`src/hdl/pgpa_pkg.sv`:
```
// Constants and carrier types for the password guarded parameter bank
package pgpa_pkg;

  ////////////////////////////////////////////////////////////////////////////
  // Register byte offsets on the bus
  localparam logic [7:0] ADDR_IN_STAT  = 8'h00;
  localparam logic [7:0] ADDR_OUT_STAT = 8'h04;
  localparam logic [7:0] ADDR_PROGRESS = 8'h08;
  localparam logic [7:0] ADDR_TEST     = 8'h0c;
  localparam logic [7:0] ADDR_PW_OPEN  = 8'h10;
  localparam logic [7:0] ADDR_PW_CLOSE = 8'h14;
  localparam logic [7:0] ADDR_PW_STAT  = 8'h18;
  localparam logic [7:0] ADDR_SETTING  = 8'h1c;
  localparam logic [7:0] ADDR_IRQ_STAT = 8'h20;
  localparam logic [7:0] ADDR_IRQ_CLR  = 8'h24;
  localparam logic [7:0] ADDR_IRQ_EN   = 8'h28;

  ////////////////////////////////////////////////////////////////////////////
  // Password values and limits
  localparam int          PW_W        = 10;
  localparam logic [15:0] PW_MIN      = 16'h0001;
  localparam logic [15:0] PW_MAX      = 16'h03e7;
  localparam logic [9:0]  PW_RESET    = 10'h001;
  localparam logic [9:0]  PW_LOCKED   = 10'h000;
  localparam logic [2:0]  WRONG_LIMIT = 3'h7;

  // Guarded setting, tenths of a second
  localparam logic [15:0] SET_MIN   = 16'h0002;
  localparam logic [15:0] SET_MAX   = 16'h0bb8;
  localparam logic [15:0] SET_RESET = 16'h0032;

  // Reclose progress code limit
  localparam logic [2:0] PROG_MAX = 3'h5;

  // Status and test register field positions
  localparam int PWS_OPEN_BIT   = 0;
  localparam int PWS_LOCK_BIT   = 1;
  localparam int PWS_COUNT_LSB  = 4;
  localparam int TEST_FLAG_LSB  = 1;

  // Interrupt bits
  localparam int IRQ_W        = 3;
  localparam int IRQ_BAD_PW   = 0;
  localparam int IRQ_LOCKOUT  = 1;
  localparam int IRQ_REFUSED  = 2;
  localparam logic [IRQ_W-1:0] IRQ_EN_RESET = 3'h0;

  ////////////////////////////////////////////////////////////////////////////
  // Carrier types
  typedef struct packed {
    logic reclose_start_input_4;
    logic reclose_start_input_3;
    logic reclose_start_input_2;
    logic reclose_start_input_1;
    logic remote_reset_input;
    logic block_input_two;
    logic reclose_control_input;
    logic breaker_position_input;
    logic reclose_inhibit_input;
  } pgpa_in_stat_t;

  typedef struct packed {
    logic       breaker_failure_output;
    logic       breaker_open_output;
    logic [3:0] definite_trip_alarm;
    logic [4:0] shot_due;
  } pgpa_out_stat_t;

  typedef struct packed {
    logic breaker_close_output;
    logic start_output_4;
    logic trip_output_3;
    logic start_output_3;
    logic trip_output_2;
    logic start_output_2;
    logic trip_output_1;
    logic start_output_1;
  } pgpa_relay_t;

  typedef struct packed {
    pgpa_relay_t flags;
    logic        relay_test_enable;
  } pgpa_test_t;

  typedef enum logic [1:0] {
    PGPA_CLOSED = 2'b00,
    PGPA_OPEN   = 2'b01,
    PGPA_LOCKED = 2'b10
  } pgpa_pw_state_t;

endpackage

```
`src/hdl/pgpa_top.sv`:
```
// Password guarded parameter bank with relay test and interrupt logic
`timescale 1ns/1ps
`default_nettype none

module pgpa_top (
  input  wire logic                    clk_i,          // 100 MHz clock
  input  wire logic                    rst_i,          // Sync reset, high
  input  wire logic                    wb_cyc_i,       // Bus cycle
  input  wire logic                    wb_stb_i,       // Bus strobe
  input  wire logic                    wb_we_i,        // Write enable
  input  wire logic [7:0]              wb_adr_i,       // Byte address
  input  wire logic [3:0]              wb_sel_i,       // Byte lanes
  input  wire logic [31:0]             wb_dat_i,       // Write data
  output logic      [31:0]             wb_dat_o,       // Read data
  output logic                         wb_ack_o,       // Acknowledge
  input  wire pgpa_pkg::pgpa_in_stat_t  in_stat_i,     // Input flags
  input  wire pgpa_pkg::pgpa_out_stat_t out_stat_i,    // Output flags
  input  wire logic [2:0]              progress_i,     // Shot in progress
  input  wire logic                    supply_fail_i,  // Supply failure
  input  wire logic                    panel_pw_wr_i,  // Panel pw change
  input  wire logic [15:0]             panel_pw_i,     // New panel pw
  input  wire logic                    panel_set_wr_i, // Panel setting
  input  wire logic [15:0]             panel_set_i,    // Setting value
  output pgpa_pkg::pgpa_relay_t         relay_test_o,  // Test drives
  output logic      [15:0]             setting_o,      // Guarded setting
  output logic                         irq_o           // Interrupt level
);
  import pgpa_pkg::*;

  ////////////////////////////////////////////////////////////////////////////
  // Bus decode
  logic           req;
  logic           wr;
  logic           wr_ok;
  logic [15:0]    wval;
  logic           wr_open;
  logic           wr_close;
  logic           wr_set;
  logic           wr_test;
  logic           wr_ro;
  logic           pw_is_open;
  pgpa_pw_state_t pw_state;
  logic [PW_W-1:0] password;
  logic [2:0]     wrong_cnt;
  pgpa_test_t     test_reg;
  logic [IRQ_W-1:0] irq_stat;
  logic [IRQ_W-1:0] irq_en;
  logic [IRQ_W-1:0] irq_ev;
  logic [31:0]    rd_data;
  logic [2:0]     prog_code;

  // Range check on a password candidate
  function automatic logic pw_legal(input logic [15:0] v);
    pw_legal = (v >= PW_MIN) && (v <= PW_MAX);
  endfunction

  // Range check on a setting candidate
  function automatic logic set_legal(input logic [15:0] v);
    set_legal = (v >= SET_MIN) && (v <= SET_MAX);
  endfunction

  // One request per bus cycle; writes need the two low lanes
  assign req        = wb_cyc_i && wb_stb_i && !wb_ack_o;
  assign wr         = req && wb_we_i;
  assign wr_ok      = wr && (wb_sel_i[1:0] == 2'b11);
  assign wval       = wb_dat_i[15:0];
  assign wr_open    = wr_ok && (wb_adr_i == ADDR_PW_OPEN);
  assign wr_close   = wr_ok && (wb_adr_i == ADDR_PW_CLOSE);
  assign wr_set     = wr_ok && (wb_adr_i == ADDR_SETTING);
  assign wr_test    = wr_ok && (wb_adr_i == ADDR_TEST);
  assign pw_is_open = (pw_state == PGPA_OPEN);
  // Writes to read-only parameters are rejected
  assign wr_ro      = wr_ok && ((wb_adr_i == ADDR_IN_STAT) ||
                                (wb_adr_i == ADDR_OUT_STAT) ||
                                (wb_adr_i == ADDR_PROGRESS) ||
                                (wb_adr_i == ADDR_PW_STAT) ||
                                (wb_adr_i == ADDR_IRQ_STAT));

  // Progress code outside 1..5 reads as idle
  assign prog_code = (progress_i > PROG_MAX) ? 3'h0 : progress_i;

  ////////////////////////////////////////////////////////////////////////////
  // Acknowledge, one cycle after the strobe, dropped the next cycle
  always_ff @(posedge clk_i) begin
    if (rst_i) begin
      wb_ack_o <= 1'b0;
    end else begin
      wb_ack_o <= req;
    end
  end

  // Read data mux
  always_comb begin
    rd_data = 32'h0;
    case (wb_adr_i)
      ADDR_IN_STAT:  rd_data[8:0]  = in_stat_i;
      ADDR_OUT_STAT: rd_data[10:0] = out_stat_i;
      ADDR_PROGRESS: rd_data[2:0]  = prog_code;
      ADDR_TEST:     rd_data[8:0]  = test_reg;
      ADDR_PW_STAT: begin
        rd_data[PWS_OPEN_BIT]        = pw_is_open;
        rd_data[PWS_LOCK_BIT]        = (pw_state == PGPA_LOCKED);
        rd_data[PWS_COUNT_LSB +: 3]  = wrong_cnt;
      end
      ADDR_SETTING:  rd_data[15:0] = setting_o;
      ADDR_IRQ_STAT: rd_data[IRQ_W-1:0] = irq_stat;
      ADDR_IRQ_EN:   rd_data[IRQ_W-1:0] = irq_en;
      default:       rd_data = 32'h0;
    endcase
  end

  // Read data register, zero outside a read answer
  always_ff @(posedge clk_i) begin
    if (rst_i) begin
      wb_dat_o <= 32'h0;
    end else if (req && !wb_we_i) begin
      wb_dat_o <= rd_data;
    end else begin
      wb_dat_o <= 32'h0;
    end
  end

  ////////////////////////////////////////////////////////////////////////////
  // Password state, stored value and wrong attempt count
  always_ff @(posedge clk_i) begin
    if (rst_i) begin
      pw_state  <= PGPA_CLOSED;
      password  <= PW_RESET;
      wrong_cnt <= 3'h0;
    end else if (panel_pw_wr_i && pw_legal(panel_pw_i)) begin
      // Panel value wins; a lockout lifts, supply loss or close still closes
      password  <= panel_pw_i[PW_W-1:0];
      wrong_cnt <= 3'h0;
      if ((pw_state == PGPA_LOCKED) || supply_fail_i || wr_close) begin
        pw_state <= PGPA_CLOSED;
      end
    end else if (supply_fail_i) begin
      if (pw_state == PGPA_OPEN) begin
        pw_state <= PGPA_CLOSED;
      end
    end else if (wr_open && (pw_state != PGPA_LOCKED)) begin
      if (wval == {6'h0, password}) begin
        pw_state  <= PGPA_OPEN;
        wrong_cnt <= 3'h0;
      end else if ((wrong_cnt + 3'h1) == WRONG_LIMIT) begin
        password  <= PW_LOCKED;
        pw_state  <= PGPA_LOCKED;
        wrong_cnt <= 3'h0;
      end else begin
        wrong_cnt <= wrong_cnt + 3'h1;
      end
    end else if (wr_close && (pw_state != PGPA_LOCKED)) begin
      if (pw_is_open && pw_legal(wval)) begin
        password <= wval[PW_W-1:0];
      end
      pw_state <= PGPA_CLOSED;
    end
  end

  ////////////////////////////////////////////////////////////////////////////
  // Guarded setting, range checked from both sources
  always_ff @(posedge clk_i) begin
    if (rst_i) begin
      setting_o <= SET_RESET;
    end else if (panel_set_wr_i && set_legal(panel_set_i)) begin
      setting_o <= panel_set_i;
    end else if (wr_set && pw_is_open && set_legal(wval)) begin
      setting_o <= wval;
    end
  end

  // Relay test register, protected
  always_ff @(posedge clk_i) begin
    if (rst_i) begin
      test_reg <= '0;
    end else if (wr_test && pw_is_open) begin
      test_reg <= wb_dat_i[8:0];
    end
  end

  // Test flags reach the relays only while enabled
  always_ff @(posedge clk_i) begin
    if (rst_i) begin
      relay_test_o <= '0;
    end else if (test_reg.relay_test_enable) begin
      relay_test_o <= test_reg.flags;
    end else begin
      relay_test_o <= '0;
    end
  end

  ////////////////////////////////////////////////////////////////////////////
  // Interrupt events
  always_comb begin
    irq_ev = '0;
    irq_ev[IRQ_BAD_PW]  = wr_open && (pw_state != PGPA_LOCKED) &&
                          !(panel_pw_wr_i && pw_legal(panel_pw_i)) &&
                          !supply_fail_i &&
                          (wval != {6'h0, password});
    irq_ev[IRQ_LOCKOUT] = irq_ev[IRQ_BAD_PW] &&
                          ((wrong_cnt + 3'h1) == WRONG_LIMIT);
    irq_ev[IRQ_REFUSED] = wr_ro ||
                          ((wr_set || wr_test) && !pw_is_open) ||
                          (wr_set && !set_legal(wval)) ||
                          (wr_open && (pw_state == PGPA_LOCKED));
  end

  // Sticky status, set wins over clear
  always_ff @(posedge clk_i) begin
    if (rst_i) begin
      irq_stat <= '0;
    end else if (wr_ok && (wb_adr_i == ADDR_IRQ_CLR)) begin
      irq_stat <= (irq_stat & ~wb_dat_i[IRQ_W-1:0]) | irq_ev;
    end else begin
      irq_stat <= irq_stat | irq_ev;
    end
  end

  // Interrupt enable register
  always_ff @(posedge clk_i) begin
    if (rst_i) begin
      irq_en <= IRQ_EN_RESET;
    end else if (wr_ok && (wb_adr_i == ADDR_IRQ_EN)) begin
      irq_en <= wb_dat_i[IRQ_W-1:0];
    end
  end

  // Interrupt output level
  always_ff @(posedge clk_i) begin
    if (rst_i) begin
      irq_o <= 1'b0;
    end else begin
      irq_o <= |(irq_stat & irq_en);
    end
  end
endmodule // pgpa_top

`default_nettype wire

```
`config.mk`:
```
export PLATFORM = sky130hd
export DESIGN_NAME = pgpa_top
export DESIGN_NICKNAME = d
export VERILOG_FILES = /design/src/hdl/pgpa_pkg.sv /design/src/hdl/pgpa_top.sv
export SDC_FILE = /design/constraint.sdc
export NUM_CORES = 1
export LEC_CHECK = 0
export BUFFER_PORTS_ARGS = -buffer_cell sky130_fd_sc_hd__buf_2
export CAP_MARGIN = 20
export CORE_ASPECT_RATIO = 1.5
export CORE_UTILIZATION = 35
export DETAILED_ROUTE_END_ITERATION = 8
export RECOVER_POWER = 100
export SLEW_MARGIN = 0
export SYNTH_ARGS = -nofsm -noshare
export SYNTH_HDL_FRONTEND = slang
export SYNTH_SLANG_ARGS = --single-unit
```
`constraint.sdc`:
```
create_clock -name clk_i -period 2.5 [get_ports clk_i]
set_input_delay 0.125 -clock clk_i [delete_from_list [all_inputs] [get_ports clk_i]]
set_output_delay 0.125 -clock clk_i [all_outputs]
set_load 0.1 [all_outputs]
```
* Word level (Yosys, flattened, before mapping) *
Cells that the tools add are included.

word-level totals
  flip-flop bits (word level) = 88
  input bits = 107
  logic and storage cells = 157

cells by class
  add/sub/neg operators = 1
  order comparisons = 9
  equal/unequal tests = 23
  muxes and demuxes = 27
  bitwise gates (word level) = 9
  reductions and logical operators = 60

operators by type and width
  operator                count
  $mux W10                7
  $eq A8 B5 Y1 const B    4
  $ge A16 B1 Y1 const B   2
  $ge A16 B2 Y1 const B   2
  $le A16 B10 Y1 const B  2
  $le A16 B12 Y1 const B  2
  $mux W16                2
  $logic_and A1 B1 Y1     31
  $eq A8 B6 Y1 const B    3
  $eq A16 B10 Y1          1
  $eq A8 B4 Y1 const B    2
  $mux W2                 8
  $ne A16 B10 Y1          1
  $pmux W2 S8             1
  $pmux W3 S5             1
  $mux W3                 4
  $logic_or A1 B1 Y1      10
  $eq A8 B3 Y1 const B    1
  $logic_not A8 Y1        1
  $pmux W2 S4             1
  $pmux W1 S7             1
  $and A3 B3 Y3           2
  $logic_not A1 Y1        6
  $ne A3 B1 Y1 const B    2
  other kinds (22)        32

* Longest topological paths before layout *
  depth after elaboration = 12
  mapped depth = 8
  depth with buffers taken out = 6

* Worst setup path after synthesis *
OpenSTA, ideal clock, no wires.

  path type = register to register
  start point = reg wb_ack_o
  end point = reg password[1]
  arrival = 2383 ps
  slack = 22 ps
  stages on the path, launching flop included = 8
  path buffers = 2
  period minus slack after synthesis = 2478 ps
  cells stage by stage = dfxtp_1 -> nand3b_2 -> nor4_1 -> and4_1 -> buf_6 -> a311o_2 -> buf_6 -> a221oi_1

on the way
  word-level cells in the longest chain between the ends = 9
  elaborated cells on any way between the ends = 16
  those cells by class = eq/ne (2); mux (3); reduce/logical (11)

RTL lines
  element                   line             text
  start: declaration        pgpa_top.sv:15   output logic wb_ack_o,
  start signal: assignment  pgpa_top.sv:88   wb_ack_o <= req;
  $logic_not A1 Y1 *        pgpa_top.sv:63   assign req = wb_cyc_i && wb_stb_i && !wb_ack_o;
  $logic_and A1 B1 Y1 *     pgpa_top.sv:63
  $logic_and A1 B1 Y1 *     pgpa_top.sv:64   assign wr = req && wb_we_i;
  $logic_and A1 B1 Y1 *     pgpa_top.sv:65   assign wr_ok = wr && (wb_sel_i[1:0] == 2'b11);
  $logic_and A1 B1 Y1       pgpa_top.sv:67   assign wr_open = wr_ok && (wb_adr_i == ADDR_PW_OPEN);
  $logic_and A1 B1 Y1       pgpa_top.sv:141  end else if (wr_open && (pw_state != PGPA_LOCKED)) begin
  $mux W10                  pgpa_top.sv:141
  $mux W10                  pgpa_top.sv:137  end else if (supply_fail_i) begin
  $mux W10                  pgpa_top.sv:130  end else if (panel_pw_wr_i && pw_legal(panel_pw_i)) begin
  end signal: assignment    pgpa_top.sv:132  password <= panel_pw_i[PW_W-1:0];
  end signal: assignment    pgpa_top.sv:154  password <= wval[PW_W-1:0];
  end: declaration          pgpa_top.sv:43   logic [PW_W-1:0] password;

Every way passes the cells marked *; elsewhere a longest branch is shown, timed or not. The select of a mux whose other input is x is not followed.
A chain may end at the register's enable or synchronous reset.

* Worst setup path in the final report *
  start point = reg wb_ack_o
  end point = reg password[0]

Same word-level chain as after synthesis.

==> results.yml <==
timing:
  tightestPinTransition_ns: 1.20
  finalHoldViolCount: 0
  slew-limit-headroom: 0.205
  slew_violations: 0
  timing.fmax_ghz: 0.452
  fin_setup_tns_ns: 0
  post-route-min-period_ns: 2.21
  clock_skew_ns: 0.00838
  fin_crit_sh: 0.884
  setup_slack_ns: 0.289
  setup_viol: 0
  rsz0062_at_grt: "false"
synth:
  yosys.area.top_type: "dfxtp_1"
  synth_ff_type: "dfxtp_1"
  synth_top_cell_area_share: 0.355
  async_flop_share: 0
  yosysMostFrequentCell: "dfxtp_1"
  ys_ff_latch: 72
  yosysUniqueCellTypes: 72
  synth_edf_count: 0
  syn_area_mm2: 0.00406
  postSynthAreaPerCell_um2: 8.55
  synth_common_cells: "dfxtp_1 (72), nand2_1 (39), nor2_1 (27)"
  seq_area_frac_synth: 0.355
  syn_inst: 475
  ys_warn_count: 0
  synthTopCellsByArea: "dfxtp_1 (36%), a22oi_1 (4.8%), nand2_1 (3.6%)"
floorplanning:
  die_w_um: 89.9
  core_mm2: 0.0112
  std_cell_rows: 47
  start_util: 0.363
  io_pins: 165
  die_h_um: 134
  dieArea_mm2: 0.0120
detailed_routing:
  num_vias: 4284
  met2_length_mm: 6.58
  drt_iter0_drc: 335
  firstDrtPassIters: 5
  via_per_inst: 5.71
  wl_per_cell_um: 17.5
  antenna_left: 0
  wl_met1_mm: 5.13
  wl_mm: 13.1
  wl_met3_um: 964
  drc: 0
  routed.top_layer: "met4"
finish:
  drive_gt1_frac: 0.232
  fin_nets: 707
  syn_to_final_growth_pct: 24.9
  diodes: 0
  largest_registers: "setting_o (16), wb_dat_o (16), password (10)"
setup_path:
  cp.arrival_ns: 2.47
  cp.required_ns: 2.76
  start_kind: "flop"
  worst-path-max-fanout: 10
  end_kind: "flop"
  worstSetupPathType: "flop to flop"
place:
  dp_hpwl_mm: 10.3
  io_buffers: 130
  gp_congestion: 0.918
  pre_cts_ws_ns: 0.303
grt:
  grt_max_degree: 31
  track_usage: 0.217
  grt_pass1_vias: 4089
  grt_overflow_total: 0
  grt_pass1_wl_mm: 20.8
  grt_antenna_before_repair: 0
cts:
  hold_buffers: 0
  numCtsBuffers: 9
  cts_tree: "done"
  clockBufferDepth: 2
  cts-root-buf: "clkbuf_16"
  htree_num_levels: 3
  cts.sinks: 72
  path_clk_slew_ns: 0.06
  cts_resized: 0
  clkLatencyLatePin_ns: 0.33
  post_cts_buffers: 0
power_and_ir_drop:
  peakVddDrop_v: 0.000345
  power_density_mw_per_mm2: 588
  p_leak_nw: 1.81
hold_path:
  hold_path_class: "primary input to flop"
status:
  status: "finished clean"
run:
  maxCapViolations: 0
-- worst paths after layout --
check / startpoint / cells past startpoint / slack, ns / endpoint
setup reg to reg: wb_ack_o$_SDFF_PP0_ / 5 / 0.29 / password[0]$_SDFFE_PP1P_
hold / removal: out_stat_i[10] / 3 / 0.03 / wb_dat_o[10]$_SDFF_PP0_
setup / recovery: wb_ack_o$_SDFF_PP0_ / 5 / 0.29 / password[0]$_SDFFE_PP1P_
hold reg to reg: test_reg[3]$_SDFFE_PP0P_ / 2 / 0.47 / test_reg[3]$_SDFFE_PP0P_
-- layout make-up --
class,instances,area [µm²]
Fill cell,1191,6100
Inverter,5,18.8
Timing Repair Buffer,152,762
Clock buffer,9,225
Multi-Input combinational cell,358,2320
Clock inverter,7,118
Sequential cell,72,1440
Tap cell,147,184
-- layer usage --
metal | vias up | global-route usage
met1 | 1994 | 0.250
met2 | 222 | 0.385
met3 | 27 | 0.0391
met4 | 0 | 0.108
li1 | 2041 | -
met5 | - | 0
-- cells by family after synthesis --
kind of cell,share of synthesized area
xor+xnor,0.0237
mux,0.00986
compound gates,0.238
other cells,0.000924
simple gates,0.280
fa+ha+maj,0.00863
buf+inv,0.0835
flops,0.355
-- stage by stage --
stage / utilization / total power (W) / std cells / hold slack, ns / cell area, µm²
6_report: 0.454 / 0.00298 / 750 / 0.0328 / 5070
5_1_grt: 0.454 / 0.00309 / 750 / 0.0481 / 5070
4_1_cts: 0.462 / 0.00301 / 750 / 0.0290 / 5160
3_5_place_dp: 0.431 / 0.00154 / 734 / 0.373 / 4820
3_3_place_gp: 0.431 / 0.00153 / 734 / 0.375 / 4820
2_1_floorplan: - / 0.00143 / 490 / 0.251 / 4120
-- critical path: stages, from the launching register on --
cell and delay, ns:
dfxtp_1 0.31, nand3b_2 0.34, or4_1 0.63, nor2_1 0.29, a311o_2 0.36, mux2i_1 0.21
-- power by group --
group	switching (W)	leakage (nW)	internal (W)
sequential	0.00000316	0.580	0.00115
clock	0.000494	0.170	0.000975
combinational	0.000262	1.06	0.0000965
-- placed cells by master, fill, tap and decap left out, drive strengths merged, types with 5 or more instances in the layout --
master | netlist | routed
buf | 29 | 106
dfxtp | 72 | 72
clkbuf | 26 | 55
nand2 | 39 | 39
nor2 | 28 | 28
a22oi | 26 | 26
nand3 | 25 | 25
nor3 | 18 | 18
nand4 | 18 | 18
a21oi | 17 | 17
conb | 1 | 16
o211ai | 14 | 14
and3 | 13 | 13
and2 | 13 | 13
a221oi | 12 | 12
nor4 | 12 | 12
xnor2 | 10 | 10
o2111ai | 10 | 10
or3 | 8 | 8
o21ai | 7 | 7
inv | 5 | 6
nor2b | 5 | 5
a32oi | 5 | 5
Note: power is estimated with default switching activity, not from simulation.
